`src/design/smp_pkg.sv`:
```
// constants and carriers for the spi memory protect/sleep/hold control block
// assumes nothing beyond a systemverilog compiler; no module lives here
package smp_pkg;
  // ************************************************************
  // opcodes and status layout
  // ************************************************************
  localparam logic [7:0] OP_SLEEP = 8'hb9;
  localparam logic [7:0] OP_WREN = 8'h06;
  localparam logic [7:0] OP_WRITE_DISABLE_COMMAND = 8'h04;
  localparam logic [7:0] OP_STATUS_READ_COMMAND = 8'h05;
  localparam logic [7:0] OP_STATUS_WRITE_COMMAND = 8'h01;
  localparam logic [7:0] OP_READ = 8'h03;
  localparam logic [7:0] OP_WRITE = 8'h02;
  localparam int STAT_SPE_POS = 7;
  localparam int STAT_BPH_POS = 3;
  localparam int STAT_BPL_POS = 2;
  localparam int STAT_WEL_POS = 1;
  localparam logic [7:0] STAT_RESET = 8'h00;
  localparam logic [7:0] STAT_WRITABLE = 8'hfc;
  // ************************************************************
  // array and protect boundaries (14-bit address)
  // ************************************************************
  localparam int ADDR_W = 14;
  localparam logic [13:0] QUARTER_BASE = 14'h3000;
  localparam logic [13:0] HALF_BASE = 14'h2000;
  localparam int OP_BITS = 8;
  localparam int ADDR_BITS = 16;
  // ************************************************************
  // timing
  // ************************************************************
  localparam int CLK_PERIOD_PS = 8000;
  localparam int WAKE_RECOVERY_TIME_US = 400;
  // longest time: rounds down
  localparam int WAKE_RECOVERY_CYC = (WAKE_RECOVERY_TIME_US * 1000000) / CLK_PERIOD_PS;
  localparam int WAKE_CNT_W = 16;

  typedef enum logic [2:0] {
    CMD_OPCODE = 3'b000,
    CMD_ADDR = 3'b001,
    CMD_DATA = 3'b011,
    CMD_READ = 3'b010,
    CMD_DONE = 3'b110
  } smp_cmd_e;

  typedef enum logic [1:0] {
    PWR_ACTIVE = 2'b00,
    PWR_SLEEP = 2'b01,
    PWR_WAKE = 2'b11
  } smp_pwr_e;

  // synchronised link pins with edge events
  typedef struct packed {
    logic cs_n;
    logic sck;
    logic si;
    logic hold_n;
    logic wp_n;
    logic cs_fall;
    logic cs_rise;
    logic sck_rise;
    logic sck_fall;
  } smp_link_s;

  // write permission result
  typedef struct packed {
    logic mem_ok;
    logic stat_ok;
  } smp_perm_s;
endpackage

```
`src/design/smp_ctrl.sv`:
```
// protect, sleep and hold control of an spi nonvolatile memory
// assumes pins asynchronous to i_clock; array itself lives outside
// Summary of operation
// - sleep opcode then chip select rising enters sleep
// - any clock pulse after sleep opcode before deselect cancels sleep
// - asleep: clock and data ignored, data output floats
// - chip select fall wakes; normal operation within 400 us
// - block bits protect none, upper quarter, upper half, or all
// - latch clear blocks all writes; status protect with pin low blocks status
// - hold low while selected suspends command, progress kept
// - hold starts at once; hold end waits for the clock level seen at hold start
// - during hold inputs ignored, output floats for reads
// - deselect during hold aborts the command
// - abort before recognition keeps latch value
// - sleep opcode is b9 hex, msb first
// - latch cleared on wake, power-on, write-disable command
// - block bits at 3 and 2, status protect at 7, retained
`timescale 1ns/10ps
`default_nettype none
module smp_ctrl (
  // clock and reset
  input wire logic i_clock,
  input wire logic i_rstn,
  // spi pins
  input wire logic i_cs_n,
  input wire logic i_sck,
  input wire logic i_si,
  input wire logic i_hold_n,
  input wire logic i_wp_n,
  output logic o_so,
  output logic o_so_oe,
  // nonvolatile status image loaded at power-up
  input wire logic [7:0] i_nv_status,
  // memory array side
  input wire logic [7:0] i_mem_rdata,
  output logic [13:0] o_mem_addr,
  output logic [7:0] o_mem_wdata,
  output logic o_mem_we,
  output logic o_mem_re,
  // status and state
  output logic [7:0] o_status,
  output logic o_asleep,
  output logic o_held
);
  smp_pkg::smp_link_s link;
  smp_pkg::smp_perm_s perm;
  smp_pkg::smp_cmd_e cmd_ff;
  smp_pkg::smp_pwr_e pwr_ff;
  logic [7:0] status_ff;
  logic nv_loaded_ff;
  logic [7:0] op_ff;
  logic [7:0] shift_ff;
  logic [4:0] bitcnt_ff;
  logic [15:0] addr_ff;
  logic [7:0] rd_ff;
  logic sleep_pend_ff;
  logic hold_ff;
  logic hold_lvl_ff;
  logic wel_saved_ff;
  logic [smp_pkg::WAKE_CNT_W-1:0] wake_cnt_ff;
  logic so_ff;
  logic so_oe_ff;
  logic mem_we_ff;
  logic mem_re_ff;
  logic wr_step_ff;
  logic [7:0] mem_wdata_ff;
  logic [7:0] nxt_shift;
  logic active;
  logic sck_rise;
  logic sck_fall;

  smp_sync u_sync (
    .i_clock(i_clock),
    .i_rstn(i_rstn),
    .i_pins({i_cs_n, i_sck, i_si, i_hold_n, i_wp_n}),
    .o_link(link)
  );

  smp_perm u_perm (
    .i_status(status_ff),
    .i_wp_n(link.wp_n),
    .i_addr(addr_ff[13:0]),
    .o_perm(perm)
  );

  function automatic logic is_read_op(input logic [7:0] op);
    is_read_op = (op == smp_pkg::OP_STATUS_READ_COMMAND) || (op == smp_pkg::OP_READ);
  endfunction

  // ************************************************************
  // qualified clock edges
  // ************************************************************
  // edges count only when selected, awake and not held
  assign active = !link.cs_n && (pwr_ff == smp_pkg::PWR_ACTIVE) && !hold_ff;
  assign sck_rise = active && link.sck_rise;
  assign sck_fall = active && link.sck_fall;
  assign nxt_shift = {shift_ff[6:0], link.si};

  // ************************************************************
  // hold state
  // ************************************************************
  // entry is at once; exit waits for the clock level seen at entry,
  // so a host obeying the release level never sees a split edge
  always_ff @(posedge i_clock or negedge i_rstn) begin
    if (!i_rstn) begin
      hold_ff <= 1'b0;
      hold_lvl_ff <= 1'b0;
    end else if (link.cs_n) begin
      hold_ff <= 1'b0;
    end else if (!hold_ff && !link.hold_n) begin
      hold_ff <= 1'b1;
      hold_lvl_ff <= link.sck;
    end else if (hold_ff && link.hold_n && link.sck == hold_lvl_ff) begin
      hold_ff <= 1'b0;
    end
  end

  // ************************************************************
  // command sequencer
  // ************************************************************
  always_ff @(posedge i_clock or negedge i_rstn) begin
    if (!i_rstn) begin
      cmd_ff <= smp_pkg::CMD_OPCODE;
      op_ff <= 8'h00;
      shift_ff <= 8'h00;
      bitcnt_ff <= 5'h00;
      addr_ff <= 16'h0000;
    end else if (link.cs_n || pwr_ff != smp_pkg::PWR_ACTIVE) begin
      cmd_ff <= smp_pkg::CMD_OPCODE;
      bitcnt_ff <= 5'h00;
    end else if (sck_rise) begin
      shift_ff <= nxt_shift;
      bitcnt_ff <= bitcnt_ff + 5'h01;
      unique case (cmd_ff)
        smp_pkg::CMD_OPCODE: begin
          if (bitcnt_ff == 5'(smp_pkg::OP_BITS - 1)) begin
            op_ff <= nxt_shift;
            bitcnt_ff <= 5'h00;
            if (nxt_shift == smp_pkg::OP_READ || nxt_shift == smp_pkg::OP_WRITE) begin
              cmd_ff <= smp_pkg::CMD_ADDR;
            end else if (nxt_shift == smp_pkg::OP_STATUS_WRITE_COMMAND) begin
              cmd_ff <= smp_pkg::CMD_DATA;
            end else if (nxt_shift == smp_pkg::OP_STATUS_READ_COMMAND) begin
              cmd_ff <= smp_pkg::CMD_READ;
            end else begin
              cmd_ff <= smp_pkg::CMD_DONE;
            end
          end
        end
        smp_pkg::CMD_ADDR: begin
          addr_ff <= {addr_ff[14:0], link.si};
          if (bitcnt_ff == 5'(smp_pkg::ADDR_BITS - 1)) begin
            bitcnt_ff <= 5'h00;
            cmd_ff <= (op_ff == smp_pkg::OP_READ) ? smp_pkg::CMD_READ : smp_pkg::CMD_DATA;
          end
        end
        smp_pkg::CMD_DATA: begin
          if (bitcnt_ff == 5'(smp_pkg::OP_BITS - 1)) begin
            bitcnt_ff <= 5'h00;
            if (op_ff != smp_pkg::OP_WRITE) begin
              cmd_ff <= smp_pkg::CMD_DONE;
            end
          end
        end
        smp_pkg::CMD_READ: begin
          if (bitcnt_ff == 5'(smp_pkg::OP_BITS - 1)) begin
            bitcnt_ff <= 5'h00;
            if (op_ff == smp_pkg::OP_READ) begin
              addr_ff <= addr_ff + 16'h0001;
            end
          end
        end
        smp_pkg::CMD_DONE: bitcnt_ff <= 5'h00;
        default: cmd_ff <= smp_pkg::CMD_DONE;
      endcase
    end else if (wr_step_ff) begin
      // step after the strobe cycle so the array sees the written address
      addr_ff <= addr_ff + 16'h0001;
    end
  end

  // ************************************************************
  // status register and write-enable latch
  // ************************************************************
  always_ff @(posedge i_clock or negedge i_rstn) begin
    if (!i_rstn) begin
      status_ff <= smp_pkg::STAT_RESET;
      nv_loaded_ff <= 1'b0;
      wel_saved_ff <= 1'b0;
    end else if (!nv_loaded_ff) begin
      // retained bits caught after reset release; latch stays clear
      nv_loaded_ff <= 1'b1;
      status_ff <= i_nv_status & smp_pkg::STAT_WRITABLE;
    end else begin
      if (!hold_ff && !link.hold_n && !link.cs_n) begin
        wel_saved_ff <= status_ff[smp_pkg::STAT_WEL_POS];
      end
      if (link.cs_rise && hold_ff && cmd_ff == smp_pkg::CMD_OPCODE) begin
        status_ff[smp_pkg::STAT_WEL_POS] <= wel_saved_ff;
      end else if (link.cs_fall && pwr_ff == smp_pkg::PWR_SLEEP) begin
        status_ff[smp_pkg::STAT_WEL_POS] <= 1'b0;
      end else if (sck_rise && cmd_ff == smp_pkg::CMD_OPCODE &&
                   bitcnt_ff == 5'(smp_pkg::OP_BITS - 1)) begin
        if (nxt_shift == smp_pkg::OP_WREN) begin
          status_ff[smp_pkg::STAT_WEL_POS] <= 1'b1;
        end else if (nxt_shift == smp_pkg::OP_WRITE_DISABLE_COMMAND) begin
          status_ff[smp_pkg::STAT_WEL_POS] <= 1'b0;
        end
      end else if (sck_rise && cmd_ff == smp_pkg::CMD_DATA && op_ff == smp_pkg::OP_STATUS_WRITE_COMMAND &&
                   bitcnt_ff == 5'(smp_pkg::OP_BITS - 1) && perm.stat_ok) begin
        // latch and bit 0 are not writable through the status path
        status_ff <= (nxt_shift & smp_pkg::STAT_WRITABLE) |
                     (status_ff & ~smp_pkg::STAT_WRITABLE);
      end
    end
  end

  // ************************************************************
  // memory write and read strobes
  // ************************************************************
  always_ff @(posedge i_clock or negedge i_rstn) begin
    if (!i_rstn) begin
      mem_we_ff <= 1'b0;
      mem_re_ff <= 1'b0;
      wr_step_ff <= 1'b0;
      mem_wdata_ff <= 8'h00;
    end else begin
      wr_step_ff <= sck_rise && cmd_ff == smp_pkg::CMD_DATA && op_ff == smp_pkg::OP_WRITE &&
                    bitcnt_ff == 5'(smp_pkg::OP_BITS - 1);
      mem_we_ff <= sck_rise && cmd_ff == smp_pkg::CMD_DATA && op_ff == smp_pkg::OP_WRITE &&
                   bitcnt_ff == 5'(smp_pkg::OP_BITS - 1) && perm.mem_ok;
      mem_re_ff <= sck_rise && op_ff == smp_pkg::OP_READ &&
                   ((cmd_ff == smp_pkg::CMD_ADDR && bitcnt_ff == 5'(smp_pkg::ADDR_BITS - 1)) ||
                    (cmd_ff == smp_pkg::CMD_READ && bitcnt_ff == 5'(smp_pkg::OP_BITS - 1)));
      if (sck_rise && cmd_ff == smp_pkg::CMD_DATA) begin
        mem_wdata_ff <= nxt_shift;
      end
    end
  end

  // ************************************************************
  // serial data output
  // ************************************************************
  // read data loads on each byte boundary, shifts out on falling clock
  always_ff @(posedge i_clock or negedge i_rstn) begin
    if (!i_rstn) begin
      rd_ff <= 8'h00;
      so_ff <= 1'b0;
      so_oe_ff <= 1'b0;
    end else begin
      so_oe_ff <= active && cmd_ff == smp_pkg::CMD_READ && is_read_op(op_ff);
      if (mem_re_ff) begin
        rd_ff <= i_mem_rdata;
      end else if (sck_fall && cmd_ff == smp_pkg::CMD_READ) begin
        if (bitcnt_ff == 5'h00 && op_ff == smp_pkg::OP_STATUS_READ_COMMAND) begin
          so_ff <= status_ff[7];
          rd_ff <= {status_ff[6:0], 1'b0};
        end else begin
          so_ff <= rd_ff[7];
          rd_ff <= {rd_ff[6:0], 1'b0};
        end
      end
    end
  end

  // ************************************************************
  // sleep entry, cancel and wake recovery
  // ************************************************************
  always_ff @(posedge i_clock or negedge i_rstn) begin
    if (!i_rstn) begin
      pwr_ff <= smp_pkg::PWR_ACTIVE;
      sleep_pend_ff <= 1'b0;
      wake_cnt_ff <= '0;
    end else begin
      unique case (pwr_ff)
        smp_pkg::PWR_ACTIVE: begin
          if (link.cs_rise) begin
            sleep_pend_ff <= 1'b0;
            if (sleep_pend_ff && !hold_ff) begin
              pwr_ff <= smp_pkg::PWR_SLEEP;
            end
          end else if (sck_rise && cmd_ff == smp_pkg::CMD_OPCODE &&
                       bitcnt_ff == 5'(smp_pkg::OP_BITS - 1)) begin
            sleep_pend_ff <= (nxt_shift == smp_pkg::OP_SLEEP);
          end else if (sck_rise) begin
            sleep_pend_ff <= 1'b0;
          end
        end
        smp_pkg::PWR_SLEEP: begin
          if (link.cs_fall) begin
            pwr_ff <= smp_pkg::PWR_WAKE;
            wake_cnt_ff <= smp_pkg::WAKE_CNT_W'(smp_pkg::WAKE_RECOVERY_CYC - 1);
          end
        end
        smp_pkg::PWR_WAKE: begin
          // host keeps chip select from falling again until done
          if (wake_cnt_ff == '0) begin
            pwr_ff <= smp_pkg::PWR_ACTIVE;
          end else begin
            wake_cnt_ff <= wake_cnt_ff - smp_pkg::WAKE_CNT_W'(1);
          end
        end
        default: pwr_ff <= smp_pkg::PWR_ACTIVE;
      endcase
    end
  end

  assign o_so = so_ff;
  assign o_so_oe = so_oe_ff;
  assign o_mem_addr = addr_ff[13:0];
  assign o_mem_wdata = mem_wdata_ff;
  assign o_mem_we = mem_we_ff;
  assign o_mem_re = mem_re_ff;
  assign o_status = status_ff;
  // sleep and wake codes share bit 0, so the flag is a flop bit
  assign o_asleep = pwr_ff[0];
  assign o_held = hold_ff;
endmodule
`default_nettype wire

```
`src/design/smp_perm.sv`:
```
// write permission decision from latch, status protect, pin and block bits
// assumes all inputs are on i_clock domain; purely combinational
`timescale 1ns/10ps
`default_nettype none
module smp_perm (
  // status and pin
  input wire logic [7:0] i_status,
  input wire logic i_wp_n,
  // target address
  input wire logic [13:0] i_addr,
  // decision
  output var smp_pkg::smp_perm_s o_perm
);
  logic write_enable_latch;
  logic spe;
  logic [1:0] bp;
  logic in_prot;

  always_comb begin
    write_enable_latch = i_status[smp_pkg::STAT_WEL_POS];
    spe = i_status[smp_pkg::STAT_SPE_POS];
    bp = {i_status[smp_pkg::STAT_BPH_POS], i_status[smp_pkg::STAT_BPL_POS]};
    unique case (bp)
      2'b00: in_prot = 1'b0;
      2'b01: in_prot = i_addr >= smp_pkg::QUARTER_BASE;
      2'b10: in_prot = i_addr >= smp_pkg::HALF_BASE;
      2'b11: in_prot = 1'b1;
    endcase
    o_perm.mem_ok = write_enable_latch & ~in_prot;
    o_perm.stat_ok = write_enable_latch & ~(spe & ~i_wp_n);
  end
endmodule
`default_nettype wire

```
`src/design/smp_sync.sv`:
```
// two-flop synchronisers and edge detection for the spi pins
// assumes pins are asynchronous to i_clock; cs and hold idle high
`timescale 1ns/10ps
`default_nettype none
module smp_sync (
  // clock and reset
  input wire logic i_clock,
  input wire logic i_rstn,
  // raw pins: cs_n, sck, si, hold_n, wp_n
  input wire logic [4:0] i_pins,
  // synchronised view
  output var smp_pkg::smp_link_s o_link
);
  // cs_n, hold_n and wp_n idle high, sck idles low: no false edge after reset
  localparam logic [4:0] IDLE = 5'b10011;
  logic [4:0] meta_ff;
  logic [4:0] sync_ff;
  logic [4:0] prev_ff;

  // ************************************************************
  // synchroniser chain, per bit
  // ************************************************************
  genvar g;
  generate
    for (g = 0; g < 5; g++) begin : g_sync
      always_ff @(posedge i_clock or negedge i_rstn) begin
        if (!i_rstn) begin
          meta_ff[g] <= IDLE[g];
          sync_ff[g] <= IDLE[g];
          prev_ff[g] <= IDLE[g];
        end else begin
          meta_ff[g] <= i_pins[g];
          sync_ff[g] <= meta_ff[g];
          prev_ff[g] <= sync_ff[g];
        end
      end
    end
  endgenerate

  always_comb begin
    o_link.cs_n = sync_ff[4];
    o_link.sck = sync_ff[3];
    o_link.si = sync_ff[2];
    o_link.hold_n = sync_ff[1];
    o_link.wp_n = sync_ff[0];
    o_link.cs_fall = prev_ff[4] & ~sync_ff[4];
    o_link.cs_rise = ~prev_ff[4] & sync_ff[4];
    o_link.sck_rise = ~prev_ff[3] & sync_ff[3];
    o_link.sck_fall = prev_ff[3] & ~sync_ff[3];
  end
endmodule
`default_nettype wire

```
`config.mk`:
```
export PLATFORM = sky130hd
export DESIGN_NAME = smp_ctrl
export DESIGN_NICKNAME = d
export VERILOG_FILES = /design/src/design/smp_pkg.sv /design/src/design/smp_ctrl.sv /design/src/design/smp_perm.sv /design/src/design/smp_sync.sv
export SDC_FILE = /design/constraint.sdc
export NUM_CORES = 1
export LEC_CHECK = 0
export ABC_AREA = 1
export BUFFER_PORTS_ARGS = -buffer_cell sky130_fd_sc_hd__buf_2
export CAP_MARGIN = 20
export CORE_MARGIN = 2
export CORE_UTILIZATION = 49
export DETAILED_ROUTE_END_ITERATION = 16
export PLACE_DENSITY = 0.69
export SETUP_SLACK_MARGIN = 0.1
export SKIP_CTS_REPAIR_TIMING = 1
export SYNTH_ARGS = -nofsm -noshare
export SYNTH_HDL_FRONTEND = slang
export SYNTH_SLANG_ARGS = --single-unit
```
`constraint.sdc`:
```
create_clock -name i_clock -period 1.8 [get_ports i_clock]
set_input_delay 0.36 -clock i_clock [delete_from_list [all_inputs] [get_ports i_clock]]
set_output_delay 0.36 -clock i_clock [all_outputs]
set_load 0.02 [all_outputs]
```
**After elaboration in Yosys (flattened, before gate mapping)**

Cells that the tools add are included.

- Flip-flop bits (word level): 103
- Input port bits: 23

- Add/sub/neg operators: 3
- Order comparisons: 2
- Equality and inequality tests: 43
- Muxes and demuxes: 53
- Bitwise gates (word level): 17
- Reduce and logical (&&, ||, !) cells: 62

Operators by type and width:

| operator | count |
|---|---|
| 16-bit two-way mux | 6 |
| 16-bit one-hot mux with 2 select lines | 2 |
| 8-bit two-way mux | 5 |
| 8-bit by 2-bit equality test with 1-bit output, second input constant | 4 |
| 8-bit by 3-bit equality test with 1-bit output, second input constant | 4 |
| 1-bit logical AND | 29 |
| 14-bit >= comparator, second input constant | 2 |
| 3-bit two-way mux | 9 |
| 5-bit two-way mux | 4 |
| 6-bit two-way mux | 3 |
| 16-bit by 1-bit adder with 16-bit output, second input constant | 1 |
| 8-bit by 1-bit equality test with 1-bit output, second input constant | 2 |
| 16-bit logical NOT | 1 |
| 1-bit two-way mux | 16 |
| 16-bit by 1-bit subtractor with 16-bit output, second input constant | 1 |
| 5-bit one-hot mux with 3 select lines | 1 |
| 2-bit != test, second input constant | 7 |
| 3-bit != test, second input constant | 4 |
| 3-bit one-hot mux with 4 select lines | 1 |
| 2-bit AND reduction | 6 |
| 4-bit AND reduction | 3 |
| 2-bit nonzero test | 5 |
| 1-bit NOT | 9 |
| 8-bit equality test, second input constant | 1 |
| 31 further kinds | 54 |

**Longest topological paths before layout**

Gate-level depths: netlist of the first run.

- Depth in word-level cells: 13
- Mapped depth: 13
- Mapped depth without buffers: 12

**Modules after synthesis**

A second synthesis of the first run with hierarchy kept.

- Cell total of the unflattened synthesis: 718
- Area total of the unflattened synthesis: 5,403.9 µm²

By module, submodules not included:

| module | times used | cells each | area an instance (µm²) |
|---|---|---|---|
| smp_ctrl | 1 | 692 | 5,034.8 |
| smp_sync | 1 | 20 | 339.1 |
| smp_perm | 1 | 6 | 30.0 |

**Least setup slack after synthesis of the first run**

No wires, ideal clock.

- Path kind: reg-to-reg
- From: register wake_cnt_ff[0] (netlist bit)
- To: register wake_cnt_ff[14] (netlist bit)
- Library setup time: 0.123 ns
- Data arrival time: 1.499 ns
- Data required time: 1.677 ns
- Slack: 0.178 ns
- Cell stages (with the launch flop): 12
- Buffers on the path: 2
- Period minus slack after synthesis: 1.622 ns
- Cells stage by stage: dfrtp_1 inv_1 ha_1 nand3_2 nor2_1 nand3_1 nand2_2 nand2_2 buf_6 buf_8 o21ai_0 nand2_1

- Cells in the longest elaborated chain, start to end: 3

Ends and longest elaborated chain:

| what | RTL line | text |
|---|---|---|
| start, declared | smp_ctrl.sv:60 | `logic [smp_pkg::WAKE_CNT_W-1:0] wake_cnt_ff;` |
| start signal, assigned | smp_ctrl.sv:292 | `wake_cnt_ff <= smp_pkg::WAKE_CNT_W'(smp_pkg::WAKE_RECOVERY_CYC - 1);` |
| start signal, assigned | smp_ctrl.sv:300 | `wake_cnt_ff <= wake_cnt_ff - smp_pkg::WAKE_CNT_W'(1);` |
| 16-bit by 1-bit subtractor with 16-bit output / 16-bit logical NOT (equally long branches) | smp_ctrl.sv:300, smp_ctrl.sv:297 |  |
| 16-bit two-way mux / 2-bit != test (equally long branches) | -- |  |
| 16-bit one-hot mux with 2 select lines / 3-bit AND reduction (equally long branches) | -- |  |

Parallel ways exist; a longest one is shown, timed or not. The select of a mux whose other input is x is not followed.
A chain may end at the register's enable or synchronous reset.

**Final worst setup path of the first run**

- From: register pwr_ff[1]
- To: register status_ff[1], in the netlist o_status[1]

- Cells in the longest elaborated chain, start to end: 10

Ends and longest elaborated chain:

| what | RTL line | text |
|---|---|---|
| start, declared | smp_ctrl.sv:48 | `smp_pkg::smp_pwr_e pwr_ff;` |
| start signal, assigned | smp_ctrl.sv:271 | `pwr_ff <= smp_pkg::PWR_ACTIVE;` |
| start signal, assigned | smp_ctrl.sv:280 | `pwr_ff <= smp_pkg::PWR_SLEEP;` |
| start signal, assigned | smp_ctrl.sv:291 | `pwr_ff <= smp_pkg::PWR_WAKE;` |
| 2-bit logical NOT | smp_ctrl.sv:94 | `assign active = !link.cs_n && (pwr_ff == smp_pkg::PWR_ACTIVE) && !hold_ff;` |
| 1-bit logical AND (2 in series) | smp_ctrl.sv:94 |  |
| 1-bit logical AND | smp_ctrl.sv:95 | `assign sck_rise = active && link.sck_rise;` |
| 1-bit logical AND, on equally long branches (2 in series) | smp_ctrl.sv:209, smp_ctrl.sv:202 |  |
| 1-bit logical AND / 1-bit two-way mux (equally long branches) | smp_ctrl.sv:209, smp_ctrl.sv:202 |  |
| 1-bit logical AND / 1-bit two-way mux (equally long branches) | smp_ctrl.sv:210, smp_ctrl.sv:200 |  |
| 5-bit by 1-bit != test with 1-bit output (no source line) / 1-bit two-way mux (equally long branches) | -- |  |
| 2-bit AND reduction (no source line) / 8-bit two-way mux (equally long branches) | -- |  |
| end signal, assigned | smp_ctrl.sv:193 | `status_ff <= i_nv_status & smp_pkg::STAT_WRITABLE;` |
| end signal, assigned by index | smp_ctrl.sv:199 | `status_ff[smp_pkg::STAT_WEL_POS] <= wel_saved_ff;` |
| end signal, assigned | smp_ctrl.sv:212 | `status_ff <= (nxt_shift & smp_pkg::STAT_WRITABLE) \|` |
| end, declared | smp_ctrl.sv:49 | `logic [7:0] status_ff;` |

Parallel ways exist; a longest one is shown, timed or not.

==> results of run 1 <==
-- registers in the layout, summed over array words and instances (netlist names), 2 cells and up --
name	count
u_sync.meta_ff	5
o_status	7
wake_cnt_ff	16
addr_ff	14
rd_ff	8
u_sync.o_link	5
o_mem_wdata	8
shift_ff	7
pwr_ff	2
cmd_ff	3
bitcnt_ff	5
op_ff	8
u_sync.prev_ff	2
-- worst min path at each step --
| stage | from | to | slack, ns | depth (start not counted) |
|---|---|---|---|---|
| global route | i_hold_n | u_sync.meta_ff[1] | 0.04 | 1 |
| detailed placement | i_rstn | addr_ff[7] | 0.31 | 1 |
| CTS | i_rstn | addr_ff[7] | -0.12 | 1 |
| floorplan | i_rstn | addr_ff[0] | 0.06 | 0 |
| finish | i_wp_n | u_sync.meta_ff[0] | 0.07 | 1 |
| global placement | i_rstn | addr_ff[5] | 0.30 | 1 |
-- power groups by stage --
| stage | Clock (uW) | Sequential (uW) | Combinational [uW] |
|---|---|---|---|
| finish | 1430 | 2400 | 482 |
| global route | 1550 | 2410 | 545 |
| CTS | 1470 | 2400 | 455 |
| detailed placement | 0 | 2440 | 453 |
| global placement | 0 | 2440 | 445 |
| floorplan | 0 | 2460 | 228 |
-- worst register-to-register path, stage by stage, from the launching register on --
cell and delay [ns]:
dfrtp_2 0.46, nor2_4 0.17, nand2_4 0.11, nor2_8 0.22
buf_4 0.17, buf_4 0.17, nand4_1 0.10, nand3_1 0.08
nand2_1 0.06
-- area by class of cell --
cell class,count,area (um2)
well taps,136,170.2
clock buffers,10,137.6
fillers,951,4039
clock inverters,6,53.80
inverters,81,317.8
flip-flops and latches,100,2515
repair buffers,86,598.1
multi-input cells,499,2539
-- layer usage --
metal / vias to the layer above / wire, um
li1: 2396 / -
met1: 2240 / 5742
met2: 108 / 5849
met3: 16 / 555
met4: 0 / 159
met5: - / 0
-- per-stage QoR --
step	utilization, %	hold WS (ns)	setup slack [ns]	instance area (um2)	total power [uW]
after global placement	56.12	0.3047	0.1129	5819	2886
final	61.05	0.06852	0.1748	6331	4311
after CTS	57.96	-0.1168	0.03210	6011	4320
after global routing	61.05	0.04190	0.05373	6331	4507
after detailed placement	56.12	0.3058	0.05209	5819	2897
after floorplan	-	0.06441	0.1780	5275	2689
-- cell usage in the layout (no fill, tap or decap), drive strengths merged, types with 3 or more instances in the layout --
master and n:
a21oi 9, dfrtp 93, nand3 64, o21ai 74, o31ai 3, o211ai 4
inv 83, buf 83, xor2 4, xnor2 4, clkinv 3, clkbuf 12
nor2 75, dfstp 7, nor3 13, nand2 210, ha 7, nand4 15
-- cell families (layout without fill, tap and decap cells) --
kind of cell,Yosys count,after routing
AOI/OAI and AO/OA,97,97
xor gates and xnor gates,8,8
adders and majority gates,7,7
buffers and inverters,95,183
DFF,100,100
muxes,1,1
other,2,2
and+or+nand+nor,382,384
==> metrics.md, run 1 <==
| Metric | Value |
|---|---|
| Synth Area in Simple Gates | `31.31%` |
| RSZ-0062 raised after global routing | `true` |
| Final hold vios | `0` |
| Leak | `0.003157 uW` |
| Cell variety after synth | `45` |
| Register bit total from synthesis | `100` |
| Fin cells | `918` |
| Layout cells sized above 1 | `22.25%` |
| DP HPWL | `8.599 mm` |
| Crit. End Element | `flop` |
| Crit-path max FO | `15` |
| Starting Density | `50.87%` |
| Largest net degree at the start of global routing | `42` |
| H-tree depth | `3` |
| Worst Setup SP | `pwr_ff[1]` |
| Setup TNS | `0 ns` |
| CTS root buffer | `clkbuf_8` |
| F_max | `615.3 MHz` |
| Post-synth EDFFs | `0` |
| GR Layer Usage met3 | `4.177%` |
| Switching part of the total | `29.25%` |
| XOR/XNOR share of the synthesized area | `1.328%` |
| Die H | `107.8 um` |
| Overflow left after global routing | `0` |
| Gate power share | `11.2%` |
| DRC violations left | `0` |
| Syn_nets | `722` |
| CP cell instances | `nor2_4 > nand2_4 > nor2_8 > buf_4 > buf_4 > nand4_1 > nand3_1 > nand2_1` |
| CTS tree | `yes` |
| Synth Area in Compound Gates | `10.10%` |
| Max stage delay on crit path | `0.46 ns` |
| GRT met2 Usage | `35.85%` |
| Gpl congestion | `0.9244` |
| Vias in the first global route | `4505` |
| Core area | `10370 um2` |
| CTS Buf Count | `9` |
| Gr busiest metal | `met2` |
| Diodes inserted | `0` |
| Share of async-settable or async-resettable flops after synthesis | `100.0%` |
| CTS max path bufs | `2` |
| Cell taking the most area after synthesis | `dfrtp_1` |
| Cell Int Power | `3050 uW` |
| Worst reg-to-reg setup slack | `0.17 ns` |
| CP Depth | `8` |
| Count leader, synth | `nand2_1` |
| FP Rows | `37` |
| GRT Util Overall | `21.99%` |
| Avg WL per Cell | `13.40 um` |
| Sequential area share after synthesis | `47.60%` |
| Commonest cells in the netlist | `nand2_1, dfrtp_1, inv_1, nor2_1, nand3_1` |
| Max Transition Viols Final | `0` |
| Worst Setup EP | `o_status[1]` |
| Sequential Power Share | `55.7%` |
| Antenna violations before repair | `0` |
| CTS clk-pin slew, worst paths | `0.10 ns` |
| Max-cap violations | `0` |
| Post-Route WL | `12.31 mm` |
| First-pass GRT wire length | `20.53 mm` |
| CP Buf/Inv Count | `2` |
| CP Launch Type | `flop` |
| Largest family of logic cells by synthesized area | `simple AND/OR/NAND/NOR gates` |
| Class of the worst hold path | `in2reg` |
| Iter 0 DRT Violations | `346` |
| Mux contribution to synthesized area | `0.2135%` |
| Total die area | `11610 um2` |
| Final min period | `1.625 ns` |
| Top Family by Delay on Critical Path | `simple AND/OR/NAND/NOR gates` |
| R2R depth | `8` |
| Predominant post-synthesis flop cell | `dfrtp_1` |
| Synth top area share | `44.12%` |
| Clk_skew | `0.01277 ns` |
| Max IR drop VDD | `0.4921 mV` |
| Cell count after synthesis | `692` |
| Routed vias/inst | `5.185` |
| Most frequent CP cell | `buf_4` |
| Inst Count DP | `888` |
| I/O pin cnt | `59` |
| Mapped Avg Cell Area | `7.623 um2` |
| CP max-delay cell | `dfrtp_2` |
| Worst-Skew Late Latency | `0.38 ns` |
| Ranking of synthesized cells by area | `dfrtp_1, nand2_1, nand3_1` |
| Die span in x | `107.8 um` |
| Clock Sinks | `100` |
| R2r endpoint | `o_status[1]` |
| Port Buffer Count | `55` |
| Clock power share | `33.1%` |
| PD cells | `680.9 nW/um2` |
| Worst EP arrival | `1.90 ns` |
| DRT Pass-1 Iters | `5` |
| Outcome | `complete, no violations` |
| DRT antenna net count | `0` |
| Adder-Cell Fraction of Synth Area | `1.660%` |
| Final setup fails | `0` |
| CP Data Required Time | `2.08 ns` |
| NumNets Final | `807` |
| Syn. warnings | `0` |
| Post-synthesis cell area | `5275 um2` |
| P_sw | `1261 uW` |
| Fin crit share | `90.29%` |
| Vias | `4760` |
| P&R area growth vs syn | `20.02%` |
| GRT met1 Usage | `30.12%` |
| Reg2Reg Launch Point | `pwr_ff[1]` |
| CP Class | `reg2reg` |
No activity file was read; power rests on OpenSTA's default activity.
==> run 2: changes to the inputs <==
--- a/config.mk
+++ b/config.mk
@@ -9,10 +9,9 @@
 export BUFFER_PORTS_ARGS = -buffer_cell sky130_fd_sc_hd__buf_2
 export CAP_MARGIN = 20
 export CORE_MARGIN = 2
-export CORE_UTILIZATION = 49
+export CORE_UTILIZATION = 40
 export DETAILED_ROUTE_END_ITERATION = 16
-export PLACE_DENSITY = 0.69
-export SETUP_SLACK_MARGIN = 0.1
+export SETUP_SLACK_MARGIN = 0.4
 export SKIP_CTS_REPAIR_TIMING = 1
 export SYNTH_ARGS = -nofsm -noshare
 export SYNTH_HDL_FRONTEND = slang
==> run 2 against run 1 <==
Net effect:
- global-route usage shrank 3.4 points
- clock power increased by 39%
- core utilization fell by 4.9 points
- flip-flop and latch count unchanged
- sequential share of layout area fell by 4.3 points
- via count increased by 5.4%
==> metrics.md, run 2 (synthesis gave the netlist of run 1 again) <==
| Metric | Value |
|---|---|
| Max-cap violations | `0` |
| Setup TNS | `0 ns` |
| Top Family by Delay on Critical Path | `simple AND/OR/NAND/NOR gates` |
| Layout cells sized above 1 | `33.29%` |
| CP Launch Type | `flop` |
| Total die area | `14120 um2` |
| DRT antenna net count | `0` |
| CTS Buf Count | `9` |
| H-tree depth | `3` |
| GRT Util Overall | `18.58%` |
| P&R area growth vs syn | `35.46%` |
| Final min period | `1.619 ns` |
| Clk_skew | `0.007721 ns` |
| GRT met1 Usage | `24.71%` |
| Tot Pwr | `5015 uW` |
| DRT Pass-1 Iters | `5` |
| Die H | `118.8 um` |
| Max IR drop VDD | `0.7791 mV` |
| Routed vias/inst | `5.117` |
| DRC violations left | `0` |
| Port Buffer Count | `55` |
| CTS max path bufs | `2` |
| Commonest non-fill, non-tap cells in the layout | `nand2_1, dfrtp_1, inv_1` |
| I/O pin cnt | `59` |
| Vias | `5015` |
| Die span in x | `118.8 um` |
| Antenna violations before repair | `0` |
| Final setup fails | `0` |
| Post-Route WL | `14.34 mm` |
| Worst EP arrival | `1.87 ns` |
| Iter 0 DRT Violations | `367` |
| Biggest regs | `wake_cnt_ff x16, addr_ff x14` |
| Crit. End Element | `flop` |
| Max stage delay on crit path | `0.40 ns` |
| Largest reg by FF count | `wake_cnt_ff` |
| Outcome | `complete, no violations` |
| Post-place setup slack | `0.01943 ns` |
| First-pass GRT wire length | `20.89 mm` |
| GR Layer Usage met3 | `4.646%` |
| RSZ-0062 raised after global routing | `true` |
| Leak | `0.003509 uW` |
| Max Transition Viols Final | `0` |
| CP cell instances | `ha_2 > nand2_4 > inv_2 > nand2_4 > buf_6 > clkinvlp_4 > nand3_2 > nand2b_4 > nand2_2 > nand2_1 > nand2_1` |
| CP max-delay cell | `dfrtp_1` |
| Clock Sinks | `100` |
| Largest net degree at the start of global routing | `27` |
| F_max | `617.6 MHz` |
| NumNets Final | `833` |
| Worst-Skew Late Latency | `0.36 ns` |
| CTS tree | `yes` |
| Fin crit share | `89.96%` |
| Vias in the first global route | `4329` |
| Commonest non-fill, non-tap cell in the layout | `nand2_1` |
| Crit-path max FO | `5` |
| Worst Slack Setup Final | `0.1808 ns` |
| Class of the worst hold path | `in2reg` |
| Overflow left after global routing | `0` |
| CP Buf/Inv Count | `3` |
| DP HPWL | `9.438 mm` |
| GRT met2 Usage | `29.71%` |
| FF/Latch Area | `2534 um2` |
| CP Class | `reg2reg` |
| Layout filler cell count | `1164` |
| Gpl congestion | `0.8923` |
| CTS clk-pin slew, worst paths | `0.07 ns` |
| FP Rows | `41` |
| CP Data Required Time | `2.05 ns` |
| Final hold vios | `0` |
| Diodes inserted | `0` |
| PD cells | `701.9 nW/um2` |
| CTS root buffer | `clkbuf_16` |
| Max reg flops | `16` |
| Avg WL per Cell | `14.63 um` |
| Gr busiest metal | `met2` |
| Starting Density | `41.46%` |
| Core area | `12720 um2` |
| Multi-input gate area | `2910 um2` |
## run 2: cell count changes in the layout (fill, tap and decap cells not counted), moves of 8 or more
cell	change
buf_4	+9
buf_6	+12
clkbuf_16	+8
clkbuf_8	-9
dfrtp_1	-15
dfrtp_2	+15
nand2_1	-17
nand2_4	+10
o21ai_0	-22
o21ai_1	+11
o21ai_2	+11
## run 2: worst paths after layout
path	startpoint	endpoint	slack [ns]	cells after the start
min in group asynchronous	i_rstn	addr_ff[7]	0.48	2
max in group asynchronous	i_rstn	u_sync.o_link[5]	0.75	3
min	i_wp_n	u_sync.meta_ff[0]	0.09	1
max reg2reg	bitcnt_ff[0]	o_status[1]	0.18	11
max	bitcnt_ff[0]	o_status[1]	0.18	11
min reg2reg	u_sync.meta_ff[2]	u_sync.o_link[6]	0.36	0
## run 2: report_power, final
part	total, uW	internal (uW)	leakage [uW]	switching, uW
Clock	1990	1120	0.000153	877
Combinational	589	201	0.00208	388
Sequential	2430	2340	0.00128	96.4
Total	5020	3650	0.00351	1360
## run 2: cell type report
type	instances	area share (%)
Clock buffer	10	3.344
Clock inverter	6	0.8755
Inverter	81	4.710
Multi-Input combinational cell	502	40.73
Sequential cell	100	35.46
Tap cell	172	3.012
Timing Repair Buffer	108	11.77
Timing Repair inverter	1	0.1051
## run 2: worst reg2reg max path: cells and delay by family, from the launching register on
| family | cells | cell delay (ns) |
|---|---|---|
| adders and majority gates | 1 | 0.20 |
| DFF | 1 | 0.40 |
| and+or+nand+nor | 7 | 0.58 |
| buffers and inverters | 3 | 0.34 |
## run 2: metrics by stage
| stage | area (um2) | utilization [%] | std cells | hold slack (ns) |
|---|---|---|---|---|
| finish | 7146 | 56.17 | 980 | 0.09472 |
| global route | 7146 | 56.17 | 980 | 0.08656 |
| detailed placement | 5941 | 46.70 | 924 | 0.3226 |
| CTS | 6242 | 49.07 | 940 | -0.06030 |
| floorplan | 5389 | - | 692 | 0.06441 |
| global placement | 5941 | 46.70 | 924 | 0.3217 |
## run 2: routing by layer
layer  part of all wire [%]  up-vias
met4                    2.3        0
met2                     50      110
met3                    4.1       32
li1                       -     2465
met1                     43     2408
met5                      0        -
